## src/asrc_pkg.sv

```systemverilog
// Package with timing constants and state codes for the static memory host.
package asrc_pkg;
	// ----------------------------------------------------------------
	// Geometry
	// ----------------------------------------------------------------
	localparam int ADDR_W = 20;
	localparam int DATA_W = 4;
	// ----------------------------------------------------------------
	// Clock and timing
	// ----------------------------------------------------------------
	localparam int CLK_PERIOD_NS = 100;
	localparam int T_READ_ACCESS_NS = 12;
	localparam int T_OE_VALID_NS = 6;
	localparam int T_WRITE_PULSE_NS = 8;
	localparam int T_DATA_SETUP_NS = 6;
	localparam int T_FLOAT_NS = 6;
	localparam int T_WRITE_LOWZ_NS = 3;
	// Least times round up, never below one cycle.
	function automatic int nsToCycles(input int ns);
		int c;
		c = (ns + CLK_PERIOD_NS - 1) / CLK_PERIOD_NS;
		return (c < 1) ? 1 : c;
	endfunction
	localparam int READ_CYC = nsToCycles(T_READ_ACCESS_NS);
	localparam int WRITE_CYC = nsToCycles(T_WRITE_PULSE_NS);
	localparam int SETUP_CYC = nsToCycles(T_DATA_SETUP_NS);
	localparam int FLOAT_CYC = nsToCycles(T_FLOAT_NS);
	localparam int TURN_CYC = nsToCycles(T_WRITE_LOWZ_NS);
	localparam int CNT_W = 4;
	// ----------------------------------------------------------------
	// States
	// ----------------------------------------------------------------
	typedef enum logic [4:0] {
		ST_IDLE = 5'h01,
		ST_READ = 5'h02,
		ST_WRITE = 5'h04,
		ST_FLOAT = 5'h08,
		ST_TURN = 5'h10
	} asrc_state_e;
endpackage

```

## src/asrc_host.sv

```systemverilog
// Synchronous host that drives an asynchronous 1M x 4 static memory.
// Function
// - Write is overlap of select and write enable low, at least 8 ns.
// - Address valid 8 ns before end of write.
// - Select low 8 ns before end of write.
// - Address stable by the write start, margin 0 ns.
// - Address held until write ends, recovery 0 ns.
// - Write data valid 6 ns before write end, held 0 ns after.
// - Write enable or select high while address changes.
// - Address valid before or with select falling.
// - Host never drives data while memory outputs are enabled.
module asrc_host (
	input wire logic clk_sys,
	input wire logic sys_rst,
	input wire logic reqValid,
	input wire logic reqWrite,
	input wire logic [asrc_pkg::ADDR_W-1:0] reqAddr,
	input wire logic [asrc_pkg::DATA_W-1:0] reqData,
	output logic reqReady,
	output logic rspValid,
	output logic [asrc_pkg::DATA_W-1:0] rspData,
	output logic [asrc_pkg::ADDR_W-1:0] wordAddress,
	output logic chipSelN,
	output logic outEnN,
	output logic writeEnN,
	input wire logic [asrc_pkg::DATA_W-1:0] dataLinesIn,
	output logic [asrc_pkg::DATA_W-1:0] dataLinesOut,
	output logic dataLinesOe
);
	import asrc_pkg::*;

	// ----------------------------------------------------------------
	// State
	// ----------------------------------------------------------------
	typedef struct packed {
		asrc_state_e st;
		logic [CNT_W-1:0] cnt;
		logic ready;
		logic rspV;
		logic [DATA_W-1:0] rsp;
		logic [ADDR_W-1:0] addr;
		logic csN;
		logic oeN;
		logic weN;
		logic [DATA_W-1:0] dout;
		logic doe;
	} asrc_regs_s;

	asrc_regs_s r_q, r_d;

	// ----------------------------------------------------------------
	// Next state
	// ----------------------------------------------------------------
	always_comb begin
		r_d = r_q;
		r_d.rspV = 1'b0;
		case (r_q.st)
			ST_IDLE: begin
				if (reqValid && r_q.ready) begin
					// Address is set at the same clock edge at which select falls.
					r_d.addr = reqAddr;
					r_d.csN = 1'b0;
					r_d.ready = 1'b0;
					if (reqWrite) begin
						// Select and write enable fall together.
						r_d.weN = 1'b0;
						r_d.oeN = 1'b1;
						r_d.dout = reqData;
						r_d.doe = 1'b1;
						r_d.cnt = CNT_W'(WRITE_CYC - 1);
						r_d.st = ST_WRITE;
					end else begin
						r_d.oeN = 1'b0;
						r_d.cnt = CNT_W'(READ_CYC - 1);
						r_d.st = ST_READ;
					end
				end
			end
			ST_READ: begin
				if (r_q.cnt != '0) begin
					r_d.cnt = r_q.cnt - 1'b1;
				end else begin
					// Sampled after full access time, before the strobes rise.
					r_d.rsp = dataLinesIn;
					r_d.rspV = 1'b1;
					r_d.csN = 1'b1;
					r_d.oeN = 1'b1;
					r_d.cnt = CNT_W'(FLOAT_CYC - 1);
					r_d.st = ST_FLOAT;
				end
			end
			ST_WRITE: begin
				if (r_q.cnt != '0) begin
					r_d.cnt = r_q.cnt - 1'b1;
				end else begin
					// Address and data stay put across the ending edge.
					r_d.weN = 1'b1;
					r_d.csN = 1'b1;
					r_d.cnt = CNT_W'(TURN_CYC - 1);
					r_d.st = ST_TURN;
				end
			end
			ST_TURN: begin
				// Data drive ends one cycle after the write ends.
				r_d.doe = 1'b0;
				if (r_q.cnt != '0) begin
					r_d.cnt = r_q.cnt - 1'b1;
				end else begin
					r_d.ready = 1'b1;
					r_d.st = ST_IDLE;
				end
			end
			ST_FLOAT: begin
				// Memory outputs float before the next access may start.
				if (r_q.cnt != '0) begin
					r_d.cnt = r_q.cnt - 1'b1;
				end else begin
					r_d.ready = 1'b1;
					r_d.st = ST_IDLE;
				end
			end
			default: begin
				r_d.st = ST_IDLE;
				r_d.csN = 1'b1;
				r_d.oeN = 1'b1;
				r_d.weN = 1'b1;
				r_d.doe = 1'b0;
				r_d.ready = 1'b1;
			end
		endcase
	end

	always_ff @(posedge clk_sys or posedge sys_rst) begin
		if (sys_rst) begin
			r_q <= '{st: ST_IDLE, cnt: '0, ready: 1'b1, rspV: 1'b0,
				rsp: '0, addr: '0, csN: 1'b1, oeN: 1'b1, weN: 1'b1,
				dout: '0, doe: 1'b0};
		end else begin
			r_q <= r_d;
		end
	end

	assign reqReady = r_q.ready;
	assign rspValid = r_q.rspV;
	assign rspData = r_q.rsp;
	assign wordAddress = r_q.addr;
	assign chipSelN = r_q.csN;
	assign outEnN = r_q.oeN;
	assign writeEnN = r_q.weN;
	assign dataLinesOut = r_q.dout;
	assign dataLinesOe = r_q.doe;
endmodule

```

## config.mk

```make
export PLATFORM = sky130hd
export DESIGN_NAME = asrc_host
export DESIGN_NICKNAME = d
export VERILOG_FILES = /design/src/asrc_pkg.sv /design/src/asrc_host.sv
export SDC_FILE = /design/constraint.sdc
export NUM_CORES = 1
export LEC_CHECK = 0
export ABC_AREA = 1
export CAP_MARGIN = 5
export CORE_ASPECT_RATIO = 0.8
export CORE_MARGIN = 2
export CORE_UTILIZATION = 53
export CTS_CLUSTER_DIAMETER = 30
export CTS_CLUSTER_SIZE = 14
export DETAILED_ROUTE_END_ITERATION = 7
export DONT_BUFFER_PORTS = 1
export PLACE_DENSITY = 0.7
export SYNTH_ARGS = -nofsm -noshare
export SYNTH_HDL_FRONTEND = slang
export SYNTH_SLANG_ARGS = --single-unit
```

## constraint.sdc

```tcl
create_clock -name clk_sys -period 2.9 [get_ports clk_sys]
set_clock_uncertainty 0.15 [all_clocks]
set_input_delay 0.29 -clock clk_sys [delete_from_list [all_inputs] [get_ports clk_sys]]
set_output_delay 0.29 -clock clk_sys [all_outputs]
set_load 0.02 [all_outputs]
```

==> metrics.md <==
| Metric | Value |
|---|---|
| Status | `complete, no violations` |
| Worst-path cell chain | `nand2_1 -> nor2_4 -> inv_2 -> nand2_1 -> nand2_1` |
| Dominant cells by area after synthesis | `dfrtp_1, nand2_1, buf_4` |
| Worst slew margin | `0.387` |
| Clock Tree Buf Depth | `2` |
| Detailed Place HPWL | `roughly 3100 um` |
| Starting Density | `0.547` |
| Core Region | `4130 um2` |
| Rows | `21` |
| CP Buf/Inv Count | `1` |
| Leak pwr | `about 1.3 nW` |
| Hold Vio Cnt, Final | `0` |
| Critical Path Max Stage Delay | `slightly above 0.6 ns` |
| Area after DPL | `2090 um2` |
| Insertion delay to the later sink of the worst-skew pair | `around 0.3 ns` |
| Final worst path period share | `0.701` |
| I/O Pins | `66` |
| Die height | `roughly 62 um` |
| PwrDens | `around 1200 nW/um2` |
| MaxCap Viol Count | `0` |
| Initial antenna violation count | `0` |
| Crit path to | `wordAddress[15]` |
| Area grow syn2layout | `9.15%` |
| Design area | `roughly 2500 um2` |
| Vias after detailed routing | `about 1.7k` |
| Pin count of the biggest net entering global routing | `26` |
| Routability Congestion | `approximately 0.85` |
| Mapped Area | `between 2000 and 2500 um2` |
| Ys Warns | `0` |
| Worst Path Required | `2.93 ns` |
| TritonRoute pass-1 iters | `4` |
| Crit. End Element | `register` |
| Max-slew violation count | `0` |
| Worst path slowest cell | `dfstp_2` |
| Slew @ Worst Pin | `slightly above 0.9 ns` |
| H-tree depth reported by CTS | `2` |
| Critical path type | `register to register` |
| Worst min path class | `input pin to register` |
| Max VDD drop | `0.545 mV` |
| Share of layout cells above drive strength 1 | `0.128` |
| Synth area leader | `dfrtp_1` |
| RSZ-0062 raised after global routing | `false` |
| CP Launch Point | `reqReady` |
| Port Buffers | `0` |
| Most common cell on crit path | `nand2_1` |
| Die area | `~4800 um2` |
| Netlist cell types | `21` |
| Routed wire length | `roughly 4500 um` |
| Cell family with most CP delay | `simple AND/OR/NAND/NOR gates` |
| Final worst slack | `0.867 ns` |
| Vias in the first global route | `roughly 1.7k` |
| Number of setup buffers added after CTS | `0` |
| Reg-to-reg endpoint | `wordAddress[15]` |
| Vias/cell | `4.94` |
| Clock-pin slew of the registers on the worst-case setup and hold paths | `around 0.080 ns` |
| Clk sinks | `43` |
| Syn_area_per_cell | `between 8 and 9 um2` |
| Place WS | `0.852 ns` |
| WP depth | `5` |
| Setup TNS | `0 ns` |
| CTS tree | `done` |
| Root buf cell | `clkbuf_8` |
| Drt first-iter violations | `around 110` |
| Flops & latches, synth | `43` |
| Max Clk Rate | `around 490 MHz` |
| Seq/Total Area, Yosys | `0.480` |
| Final Critical Period | `2.03 ns` |
| R2R depth | `5` |
| Mapped Nets | `310` |
| R2r startpoint | `reqReady` |
| Die span in x | `approximately 77 um` |
| TritonCTS Buffers | `5` |
| Critical path data arrival time | `around 2.1 ns` |
| Synth top area share | `0.422` |
| # diodes | `0` |
| Drt wl/cell | `about 13 um` |
| Final setup fails | `0` |
| Commonest non-fill, non-tap cells in the layout | `nand2_1, dfrtp_1, dlygate4sd3_1` |
| R2R Setup Slk | `between 0.8 and 0.9 ns` |
| Mapped Cells | `276` |
| Antenna viol nets, final | `0` |
| Wire length of the first global-routing pass | `around 7700 um` |
| Grt total ovfl | `0` |
| Worst-path maximum fanout | `23` |
| Resized cells post-CTS | `0` |
| GRT Overall Usage | `0.203` |
| CP Launch Type | `register` |
| Commonest non-fill, non-tap cell in the layout | `nand2_1` |
| Final #Nets | `315` |
| Core Util, Final | `0.597` |
| Residual DRC count | `0` |
-- what timing repair did --
action | in CTS | in global routing
setup endpoints to repair | 0 | 0
hold buffers | 29 | 0
hold endpoints to repair | 48 | 0
-- worst min-delay path by stage --
stage / start / to / slack, ns / cells after the start
global route: reqWrite / r_q[39] / 0.14 / 3
finish: reqWrite / r_q[39] / 0.13 / 3
global placement: sys_rst / rspData[3] / 0.13 / 1
detailed placement: sys_rst / rspData[3] / 0.16 / 1
CTS: reqWrite / r_q[39] / 0.12 / 3
floorplan: dataLinesIn[0] / rspData[0] / 0.26 / 2
-- state kept, by name, summed over array words and instances, names as in the netlist --
name,count
dataLinesOut,4
wordAddress,20
reqReady,1
r_q,9
rspValid,1
dataLinesOe,1
writeEnN,1
rspData,4
chipSelN,1
outEnN,1
-- kinds of logic after synthesis --
kind of cell             Yosys count  synth area share
AO/OA/AOI/OAI                      4           0.00998
XOR/XNOR                           1           0.00388
adder cells (fa/ha/maj)            2            0.0111
buffers and inverters             52             0.143
flip-flops                        43             0.480
AND/OR/NAND/NOR                  174             0.352
-- layer usage --
layer,track usage,wire [um],vias up
li1,-,-,822
met1,0.267,2100,783
met2,0.319,2070,62
met3,0.0610,310,7
met4,0.0750,59,0
met5,0,0,-
-- report_power, final --
part,internal (W),total (W),leakage [nW],switching (W)
clock,0.000168,0.000369,0.0412,0.000201
sequential,0.000896,0.00138,0.538,0.000482
combinational,0.000387,0.00119,0.743,0.000807
-- Yosys cell counts, drive strengths merged --
master	instances
buf	32
nor2	23
nand4	2
inv	20
nand2	131
dfstp	5
ha	2
o21bai	1
dfrtp	38
xnor2	1
a21oi	2
o21ai	1
nand3	18
-- tightest hold or removal path, stage by stage --
cell and delay [ns]:
inv_1 0.03, nand2_1 0.12, o21bai_1 0.09
-- cell type report --
class	count	area (um2)
fillers	376	1660
flip-flops and latches	43	1080
multi-input cells	181	851
repair buffers	30	298
inverters	20	75.1
clock buffers	6	72.6
well taps	57	71.3
clock inverters	2	12.5
-- per-stage QoR --
stage | hold slack [ns] | power [W] | std cells
5_1_grt | 0.136 | 0.00320 | 339
4_1_cts | 0.124 | 0.00295 | 339
2_1_floorplan | 0.257 | 0.00257 | 276
6_report | 0.130 | 0.00294 | 339
3_3_place_gp | 0.133 | 0.00250 | 302
3_5_place_dp | 0.158 | 0.00255 | 302
Note: power is estimated with default switching activity, not from simulation.
